==> config.mk <==
export PLATFORM = sky130hd
export DESIGN_NAME = ccrb_bank
export DESIGN_NICKNAME = d
export VERILOG_FILES = /design/src/rtl/ccrb_pkg.sv /design/src/rtl/ccrb_bank.sv
export SDC_FILE = /design/constraint.sdc
export NUM_CORES = 1
export LEC_CHECK = 0
export ABC_CLOCK_PERIOD_IN_PS = 3200
export BUFFER_PORTS_ARGS = -buffer_cell sky130_fd_sc_hd__buf_2
export CAP_MARGIN = 20
export CORE_MARGIN = 2
export CORE_UTILIZATION = 50
export CTS_CLUSTER_SIZE = 20
export DETAILED_ROUTE_END_ITERATION = 6
export GPL_TIMING_DRIVEN = 0
export PLACE_DENSITY = 0.75
export SYNTH_ARGS = -nofsm -noshare
export SYNTH_HDL_FRONTEND = slang
export SYNTH_SLANG_ARGS = --single-unit
==> constraint.sdc <==
create_clock -name core_clk -period 3.2 [get_ports core_clk]
set_input_delay 0.96 -clock core_clk [delete_from_list [all_inputs] [get_ports core_clk]]
set_output_delay 0.96 -clock core_clk [all_outputs]
set_load 0.05 [all_outputs]
==> src/rtl/ccrb_pkg.sv <==
// Package with layout, constants and carriers of the codec control register bank
// Contract
// - Global power bit powers all sections (the code does not apply it to reference output or five volt mode)
// - Power bit 1 powers analog gain tap
// - Power bit 2 powers input amplifier
// - Power bit 3 powers the ADC
// - Power bit 4 powers the DAC
// - Power bit 5 powers the reference
// - Power bit 6 enables reference output
// - Power bit 7 selects five volt mode
// - Gain bit 7 mutes the output
// - Gain bits 2..0 select input gain
// - Gain bits 6..4 select output gain
// - Mode bits 6..4 give cascade count
// - Clock bits 6..4 divide master clock
// - Timing bits 4..0 set DAC advance
// - Timing bit 5 bypasses the interpolator
// - Timing bit 6 enables digital gain tap
// - Either reset clears all; software reset takes four cycles
// - Clock bits 1..0 pick sample divider
// - DAC advance steps of period/32
// - Three-bit field selects target register
package ccrb_pkg;

  // Register indices within the bank
  localparam logic [2:0] OPERATING_MODE_CONTROL   = 3'h0;
  localparam logic [2:0] CLOCK_RATE_CONTROL       = 3'h1;
  localparam logic [2:0] POWER_CONTROL            = 3'h2;
  localparam logic [2:0] GAIN_CONTROL             = 3'h3;
  localparam logic [2:0] CONVERTER_TIMING_CONTROL = 3'h4;
  localparam int         NUM_REGS                 = 5;

  // Reset values and write masks
  localparam logic [7:0] REG_RESET      = 8'h00;
  localparam logic [7:0] MODE_WR_MASK   = 8'h7f;
  localparam logic [7:0] TIMING_WR_MASK = 8'h7f;
  localparam logic [7:0] FULL_WR_MASK   = 8'hff;

  // Field positions
  localparam int MODE_SEL_BIT    = 0;
  localparam int MIXED_BIT       = 1;
  localparam int DLOOP_BIT       = 2;
  localparam int SLOOP_BIT       = 3;
  localparam int CASCADE_LSB     = 4;
  localparam int SOFT_RESET_BIT  = 7;
  localparam int RATE_LSB        = 0;
  localparam int SCLK_LSB        = 2;
  localparam int MCLK_LSB        = 4;
  localparam int ECHO_BIT        = 7;
  localparam int PWR_GLOBAL_BIT  = 0;
  localparam int PWR_AGT_BIT     = 1;
  localparam int PWR_IA_BIT      = 2;
  localparam int PWR_ADC_BIT     = 3;
  localparam int PWR_DAC_BIT     = 4;
  localparam int PWR_REF_BIT     = 5;
  localparam int REFOUT_BIT      = 6;
  localparam int FIVE_VOLT_BIT   = 7;
  localparam int IN_GAIN_LSB     = 0;
  localparam int MOD_RESET_BIT   = 3;
  localparam int OUT_GAIN_LSB    = 4;
  localparam int MUTE_BIT        = 7;
  localparam int ADVANCE_LSB     = 0;
  localparam int INTERP_BYP_BIT  = 5;
  localparam int DGT_ENABLE_BIT  = 6;

  // Timing constants, in internal master clock cycles
  localparam int         RESET_CYCLES   = 4;
  localparam logic [2:0] RESET_CNT_LAST = 3'(RESET_CYCLES - 1);
  localparam logic [2:0] DEV_ADDR_HERE  = 3'h0;
  localparam logic [11:0] SLOWEST_RATE  = 12'h800;
  localparam logic [3:0]  SLOWEST_SCLK  = 4'h8;

  // Sixteen-bit control word as it arrives from the serial port
  typedef struct packed {
    logic       is_control;
    logic       is_read;
    logic [2:0] dev_addr;
    logic [2:0] reg_addr;
    logic [7:0] data;
  } ccrb_word_t;

  // Power enables as seen by the analog sections
  typedef struct packed {
    logic analog_gain_tap_power;
    logic input_amplifier_power;
    logic adc_power;
    logic dac_power;
    logic reference_power;
    logic reference_output_enable;
    logic five_volt_mode_enable;
  } ccrb_power_t;

  // Decoded configuration fields
  typedef struct packed {
    logic       operating_mode_select;
    logic       mixed_mode_enable;
    logic       digital_loopback_enable;
    logic       serial_loopback_enable;
    logic [2:0] cascade_count;
    logic       control_echo_enable;
    logic [2:0] master_clock_divider;
    logic [1:0] serial_clock_divider;
    logic [1:0] sample_rate_divider;
    logic [2:0] input_gain_select;
    logic       modulator_reset;
    logic [2:0] output_gain_select;
    logic       output_mute;
    logic [4:0] dac_advance;
    logic       interpolator_bypass;
    logic       digital_gain_tap_enable;
  } ccrb_cfg_t;

endpackage : ccrb_pkg

==> src/rtl/ccrb_bank.sv <==
// Codec control register bank: control word decode, storage, resets and decode
`timescale 1ns/1ps
module ccrb_bank
  import ccrb_pkg::*;
(
  input  wire logic               core_clk,
  input  wire logic               rst_n,
  input  wire ccrb_pkg::ccrb_word_t word_in,
  input  wire logic               word_in_valid,
  output ccrb_pkg::ccrb_word_t    word_out,
  output logic                    word_out_valid,
  output logic                    busy,
  output ccrb_pkg::ccrb_cfg_t     cfg,
  output ccrb_pkg::ccrb_power_t   power,
  output logic [11:0]             sample_div,
  output logic [3:0]              sclk_div
);
  import ccrb_pkg::*;

  // Reset sequencer states
  typedef enum logic [1:0] {
    CCRB_IDLE  = 2'b01,
    CCRB_RESET = 2'b10
  } ccrb_state_t;

  ccrb_state_t state;
  ccrb_state_t next_state;
  logic [2:0]  rst_cnt;
  logic [7:0]  regs [NUM_REGS];
  logic        accept;
  logic        here;
  logic        do_write;
  logic        do_read;
  logic        soft_reset_req;

  // Sample divider: code 0 slowest, each step halves the ratio
  function automatic logic [11:0] ccrb_rate_div(input logic [1:0] code);
    ccrb_rate_div = SLOWEST_RATE >> code;
  endfunction : ccrb_rate_div

  // Serial clock divider: code 0 slowest
  function automatic logic [3:0] ccrb_sclk_div(input logic [1:0] code);
    ccrb_sclk_div = SLOWEST_SCLK >> code;
  endfunction : ccrb_sclk_div

  // Write mask per register; bank holes take nothing
  function automatic logic [7:0] ccrb_wr_mask(input logic [2:0] idx);
    case (idx)
      OPERATING_MODE_CONTROL:   ccrb_wr_mask = MODE_WR_MASK;
      CONVERTER_TIMING_CONTROL: ccrb_wr_mask = TIMING_WR_MASK;
      CLOCK_RATE_CONTROL,
      POWER_CONTROL,
      GAIN_CONTROL:             ccrb_wr_mask = FULL_WR_MASK;
      default:                  ccrb_wr_mask = REG_RESET;
    endcase
  endfunction : ccrb_wr_mask

  // Control words are taken in program or mixed mode only, never while resetting
  always_comb
  begin
    accept         = word_in_valid && word_in.is_control && (state == CCRB_IDLE) &&
                     (!regs[OPERATING_MODE_CONTROL][MODE_SEL_BIT] ||
                      regs[OPERATING_MODE_CONTROL][MIXED_BIT]);
    here           = (word_in.dev_addr == DEV_ADDR_HERE);
    do_write       = accept && here && !word_in.is_read;
    do_read        = accept && here && word_in.is_read;
    soft_reset_req = do_write && (word_in.reg_addr == OPERATING_MODE_CONTROL) &&
                     word_in.data[SOFT_RESET_BIT];
  end

  // Next state of the reset sequencer
  always_comb
  begin
    case (state)
      CCRB_IDLE:  next_state = soft_reset_req ? CCRB_RESET : CCRB_IDLE;
      CCRB_RESET: next_state = (rst_cnt == RESET_CNT_LAST) ? CCRB_IDLE : CCRB_RESET;
      default:    next_state = CCRB_IDLE;
    endcase
  end

  // Sequencer state; the pin reset leaves the bank idle and cleared
  always_ff @(posedge core_clk)
  begin
    if (!rst_n)
      state <= CCRB_IDLE;
    else
      state <= next_state;
  end

  // Counts the four cycles of a software reset
  always_ff @(posedge core_clk)
  begin
    if (!rst_n || state != CCRB_RESET)
      rst_cnt <= 3'h0;
    else
      rst_cnt <= rst_cnt + 3'h1;
  end

  // Register storage; either reset clears every register
  always_ff @(posedge core_clk)
  begin
    for (int i = 0; i < NUM_REGS; i++)
    begin
      if (!rst_n || state == CCRB_RESET)
        regs[i] <= REG_RESET;
      else if (do_write && word_in.reg_addr == 3'(i))
        regs[i] <= word_in.data & ccrb_wr_mask(3'(i));
    end
  end

  assign busy = (state == CCRB_RESET);

  // Outgoing word: pass-on, read-back or echo
  always_ff @(posedge core_clk)
  begin
    if (!rst_n)
    begin
      word_out       <= '0;
      word_out_valid <= 1'b0;
    end
    else
    begin
      word_out_valid <= 1'b0;
      if (accept && !here)
      begin
        word_out          <= word_in;
        word_out.dev_addr <= word_in.dev_addr - 3'h1;
        word_out_valid    <= 1'b1;
      end
      else if (do_read)
      begin
        word_out      <= word_in;
        word_out.data <= (word_in.reg_addr < 3'(NUM_REGS)) ? regs[word_in.reg_addr] : REG_RESET;
        word_out_valid <= 1'b1;
      end
      else if (do_write && regs[CLOCK_RATE_CONTROL][ECHO_BIT])
      begin
        word_out       <= word_in;
        word_out_valid <= 1'b1;
      end
    end
  end

  // Decoded mode, clock, gain and timing fields
  always_ff @(posedge core_clk)
  begin
    if (!rst_n)
      cfg <= '0;
    else
    begin
      cfg.operating_mode_select   <= regs[OPERATING_MODE_CONTROL][MODE_SEL_BIT];
      cfg.mixed_mode_enable       <= regs[OPERATING_MODE_CONTROL][MIXED_BIT];
      cfg.digital_loopback_enable <= regs[OPERATING_MODE_CONTROL][DLOOP_BIT];
      cfg.serial_loopback_enable  <= regs[OPERATING_MODE_CONTROL][SLOOP_BIT];
      cfg.cascade_count           <= regs[OPERATING_MODE_CONTROL][CASCADE_LSB +: 3];
      cfg.control_echo_enable     <= regs[CLOCK_RATE_CONTROL][ECHO_BIT];
      cfg.master_clock_divider    <= regs[CLOCK_RATE_CONTROL][MCLK_LSB +: 3];
      cfg.serial_clock_divider    <= regs[CLOCK_RATE_CONTROL][SCLK_LSB +: 2];
      cfg.sample_rate_divider     <= regs[CLOCK_RATE_CONTROL][RATE_LSB +: 2];
      cfg.input_gain_select       <= regs[GAIN_CONTROL][IN_GAIN_LSB +: 3];
      cfg.modulator_reset         <= regs[GAIN_CONTROL][MOD_RESET_BIT];
      cfg.output_gain_select      <= regs[GAIN_CONTROL][OUT_GAIN_LSB +: 3];
      cfg.output_mute             <= regs[GAIN_CONTROL][MUTE_BIT];
      cfg.dac_advance             <= regs[CONVERTER_TIMING_CONTROL][ADVANCE_LSB +: 5];
      cfg.interpolator_bypass     <= regs[CONVERTER_TIMING_CONTROL][INTERP_BYP_BIT];
      cfg.digital_gain_tap_enable <= regs[CONVERTER_TIMING_CONTROL][DGT_ENABLE_BIT];
    end
  end

  // Divider ratios in master clock cycles
  always_ff @(posedge core_clk)
  begin
    if (!rst_n)
    begin
      sample_div <= SLOWEST_RATE;
      sclk_div   <= SLOWEST_SCLK;
    end
    else
    begin
      sample_div <= ccrb_rate_div(regs[CLOCK_RATE_CONTROL][RATE_LSB +: 2]);
      sclk_div   <= ccrb_sclk_div(regs[CLOCK_RATE_CONTROL][SCLK_LSB +: 2]);
    end
  end

  // Power enables; the global bit overrides every section enable except reference output and five volt mode
  always_ff @(posedge core_clk)
  begin
    if (!rst_n)
      power <= '0;
    else
    begin
      power.analog_gain_tap_power   <= regs[POWER_CONTROL][PWR_AGT_BIT] |
                                       regs[POWER_CONTROL][PWR_GLOBAL_BIT];
      power.input_amplifier_power   <= regs[POWER_CONTROL][PWR_IA_BIT] |
                                       regs[POWER_CONTROL][PWR_GLOBAL_BIT];
      power.adc_power               <= regs[POWER_CONTROL][PWR_ADC_BIT] |
                                       regs[POWER_CONTROL][PWR_GLOBAL_BIT];
      power.dac_power               <= regs[POWER_CONTROL][PWR_DAC_BIT] |
                                       regs[POWER_CONTROL][PWR_GLOBAL_BIT];
      power.reference_power         <= regs[POWER_CONTROL][PWR_REF_BIT] |
                                       regs[POWER_CONTROL][PWR_GLOBAL_BIT];
      power.reference_output_enable <= regs[POWER_CONTROL][REFOUT_BIT];
      power.five_volt_mode_enable   <= regs[POWER_CONTROL][FIVE_VOLT_BIT];
    end
  end

  // Power register as the section enables see it
  logic [7:0] pwr_reg;
  assign pwr_reg = regs[POWER_CONTROL];
endmodule : ccrb_bank

### After elaboration in Yosys (flattened, before gate mapping)

Memories as Yosys holds them, arrays and structs flattened. A register that Yosys moved wholly into a read port is not among the register bits.
Index checks and enable logic that the tools add are counted.

* flip-flop bits (word level): 60
* memory bits (writable): 40
* output and inout bits: 71
* word-level logic and storage cells: 123
* memories: 1

* add/sub/neg operators: 2
* order comparisons: 1
* equal/unequal tests: 8
* shift operators: 2
* multiplexer cells: 42
* bitwise operators: 15
* reduce and logical (&&, ||, !) cells: 26

Memories
* regs: words 5, bits a word 8, read ports 6, clocked after memory_dff 2, wr ports 5, RTL line ccrb_bank.sv:29 `logic [7:0] regs [NUM_REGS];`

Operator list (number)
* 8-bit 2-to-1 mux: 16
* 16-bit 2-to-1 mux: 3
* 8-bit bitwise AND: 5
* 1-bit 2-to-1 mux: 20
* 1-bit logical AND: 14
* 12-bit by 2-bit right shift with 12-bit output, first input constant: 1
* 1-bit OR: 10
* 3-bit by 2-bit equality test with 1-bit output, second input constant: 3
* 1-bit zero test: 6
* 3-bit zero test: 2
* 2-bit 2-to-1 mux: 2
* 2-bit one-hot mux with 2 select lines: 1
* 4-bit by 2-bit right shift with 4-bit output, first input constant: 1
* 3-bit by 1-bit adder with 3-bit output, second input constant: 1
* 3-bit by 1-bit equality test with 1-bit output, second input constant: 1
* 3-bit equality test, second input constant: 1
* 1-bit logical OR: 3
* 3-bit less-than comparator, second input constant: 1
* 3-bit nonzero test: 1
* 3-bit by 1-bit subtractor with 3-bit output, second input constant: 1
* 2-bit by 1-bit equality test with 1-bit output, second input constant: 1
* 2-bit equality test, second input constant: 1
* 2-bit inequality test, second input constant: 1

### Depth between registers and ports, before layout

* depth after elaboration: 10
* mapped depth: 8

### Least setup slack after synthesis

Ideal clock, no wire load.

* kind: input port to flip-flop
* from: input port word_in[11] in the netlist's numbering
* to: memory regs[1][0], enable pin
* setup time: 0.387 ns
* data arrival time: 2.459 ns
* slack: 0.354 ns
* stages: 7
* path buffers: 2
* cells stage by stage: inv_1 ha_1 ha_1 buf_4 nand4b_2 buf_2 o31ai_1

RTL lines
* start: declaration: RTL line ccrb_bank.sv:8 `input wire ccrb_pkg::ccrb_word_t word_in,`
* end: declaration: RTL line ccrb_bank.sv:29

==> metrics.csv <==
metric;value;unit
status;finished clean;
PortBufs;81;
Final Instance Area;0.004987;mm^2
Longest Clk Path Bufs;2;
first-pass GRT wire length;13.25;mm
Die ar.;0.009111;mm^2
CP arrival;2.77;ns
Initial Utilization;51.15;%
most common cell in the netlist;and2_1;
Hold WS;0.4278;ns
Root Buffer Master;clkbuf_8;
Final Hold Fails;0;
# setup viols final;0;
worst-margin pin slew;0.9720;ns
library cells used by synthesis;42;
max cap viols;0;
Die X;95.45;um
Seq/Total Area, Yosys;59.37;%
max_slew headroom;34.52;%
routed len/inst;15.62;um
share of the synthesized area in the top cell type;32.08;%
overall power;2680;uW
commonest cells in the synthesized netlist;and2_1 (69), dfxtp_1 (67), edfxtp_1 (38), mux2i_1 (22), o21a_1 (14);
fillers;685;
Post-CTS Setup Bufs;0;
CP Max Fanout;10;
Synth Register Bits;105;
total congestion overflow;0;
FMAX;361.7;MHz
PD cells;537.3;mW/mm^2
Post-CTS Hold Buffers;0;
maximum vdd ir drop;232.8;uV
Post-DP Area;0.004755;mm^2
largest net degree at the start of global routing;19;
syn_area_per_cell;12.19;um^2
crit path capture type;register;
CTS resizes;0;
DP HPWL;6.469;mm
DRC violations left;0;
clock slew at reported path FFs;0.10;ns
path type of the worst min-delay path;register to register;
FFs w/ async S/R, synth;0;%
Crit Path Class;input pin to register;
total CTS buffers;9;
Mapped Area;0.004182;mm^2
Detailed Route Iter0 Violations;171;
post-synth top area cell;dfxtp_1;
vias in the first global route;2593;
ant diodes;0;
fraction of layout cells with a size suffix above 1;28.16;%
antenna violations before repair;0;
nets@finish;471;
RSZ-0062 raised after global routing;false;
crit path time final;2.765;ns
Final ANT Viol Nets;0;
cells after synthesis;343;
top post-synthesis cells by area;dfxtp_1 (32%), edfxtp_1 (27%), and2_1 (10%);
Post-synth EDFFs;38;
vias;2824;
Ys Warns;0;
Via density;5.079;
CTS tree;built;
setup TNS;0;ns
Final Cycle Share;86.41;%
First-pass DRT Iterations;4;
clk sink count;105;
Slew Viols, Final;0;
Top-Level Pins;90;
Startpoint Class;input pin;
Leakage;0.002177;uW
H-tree levels;3;
DRT Wirelength;8.685;mm
Most used DFF post-synth;dfxtp_1;
Core ar.;0.008175;mm^2
GRT Overall Usage;19.89;%
worst-skew pair later-pin latency;0.37;ns
chip height;95.45;um
final setup skew;0.01210;ns
gpl congestion;0.8077;
row count;33;
required time of the critical path;3.20;ns
Layout area overhead;19.27;%
-- registers in the layout, summed over array words and instances (netlist names), 2 cells and up --
register    cells
rst_cnt         3
sclk_div        4
regs           38
state           2
sample_div      4
cfg            30
power           7
word_out       16
-- cell type report --
class / count / area, um^2 / area share (%)
buffer: 23 / 127.6 / 2.559
clock buffer: 11 / 152.6 / 3.061
clock inverter: 5 / 67.56 / 1.355
inverter: 7 / 26.28 / 0.5268
multi-input combinational: 215 / 1572 / 31.51
sequential: 105 / 2482 / 49.77
tap: 105 / 131.4 / 2.634
timing repair buffer: 85 / 427.9 / 8.580
-- through the flow --
stage	utilization (%)	std cells	setup slack [ns]
after global placement	58.03	536	-0.1121
after CTS	60.85	554	0.2671
after detailed placement	58.16	538	-0.1314
final	61.00	556	0.4350
after floorplan	-	350	0.3542
after global routing	61.00	556	0.3288
-- power by group --
part	switching [uW]	internal [uW]	total (uW)
clock	466	422	889
combinational	245	93.8	338
sequential	22.4	1430	1450
-- cell usage in the layout (no fill, tap or decap), drive strengths merged --
| cell | count |
|---|---|
| nand2 | 7 |
| clkinv | 1 |
| o31ai | 1 |
| a221o | 1 |
| clkbuf | 20 |
| a31oi | 1 |
| nor2 | 9 |
| and2 | 69 |
| a32o | 6 |
| o21a | 14 |
| nand2b | 10 |
| xnor2 | 1 |
| o21ai | 6 |
| nor2b | 11 |
| and3 | 5 |
| o221a | 2 |
| nor4b | 1 |
| ha | 6 |
| a32oi | 1 |
| nand3 | 1 |
| nand4b | 1 |
| nor4 | 3 |
| a21oi | 1 |
| o22ai | 1 |
| or3 | 3 |
| a311o | 1 |
| nor3 | 7 |
| o221ai | 6 |
| bufinv | 1 |
| edfxtp | 38 |
| conb | 8 |
| buf | 99 |
| nand3b | 9 |
| nor3b | 1 |
| inv | 10 |
| dfxtp | 67 |
| mux2i | 22 |
-- final timing paths --
path                from         end  slack [ns]  depth (start not counted)
max reg2reg     state[1]  regs[4][0]        0.76                          6
max          word_in[11]  regs[4][0]        0.44                          8
min reg2reg   rst_cnt[0]  rst_cnt[0]        0.43                          1
min           rst_cnt[0]  rst_cnt[0]        0.43                          1
-- worst max-delay path: stages --
cell and delay, ns:
buf_2 0.11, inv_1 0.05, ha_1 0.14, ha_1 0.13, buf_4 0.15, nand4b_2 0.19, buf_2 0.24, o21ai_0 0.79
-- metal layers --
layer	up-vias	track usage (%)	wire [um]
met1	1331	24.95	3749
li1	1387	-	-
met3	18	5.455	498
met5	-	0	0
met4	0	5.952	153
met2	88	33.63	4284
-- cell families after synthesis --
logic type,share of synthesized area (%)
flip-flops,59.37
multiplexers,5.266
adder cells (fa/ha/maj),1.795
other,0.08968
AO/OA/AOI/OAI,7.750
AND/OR/NAND/NOR,21.84
XOR/XNOR,0.2095
buffers and inverters,3.680
No activity file was read; power rests on OpenSTA's default activity.
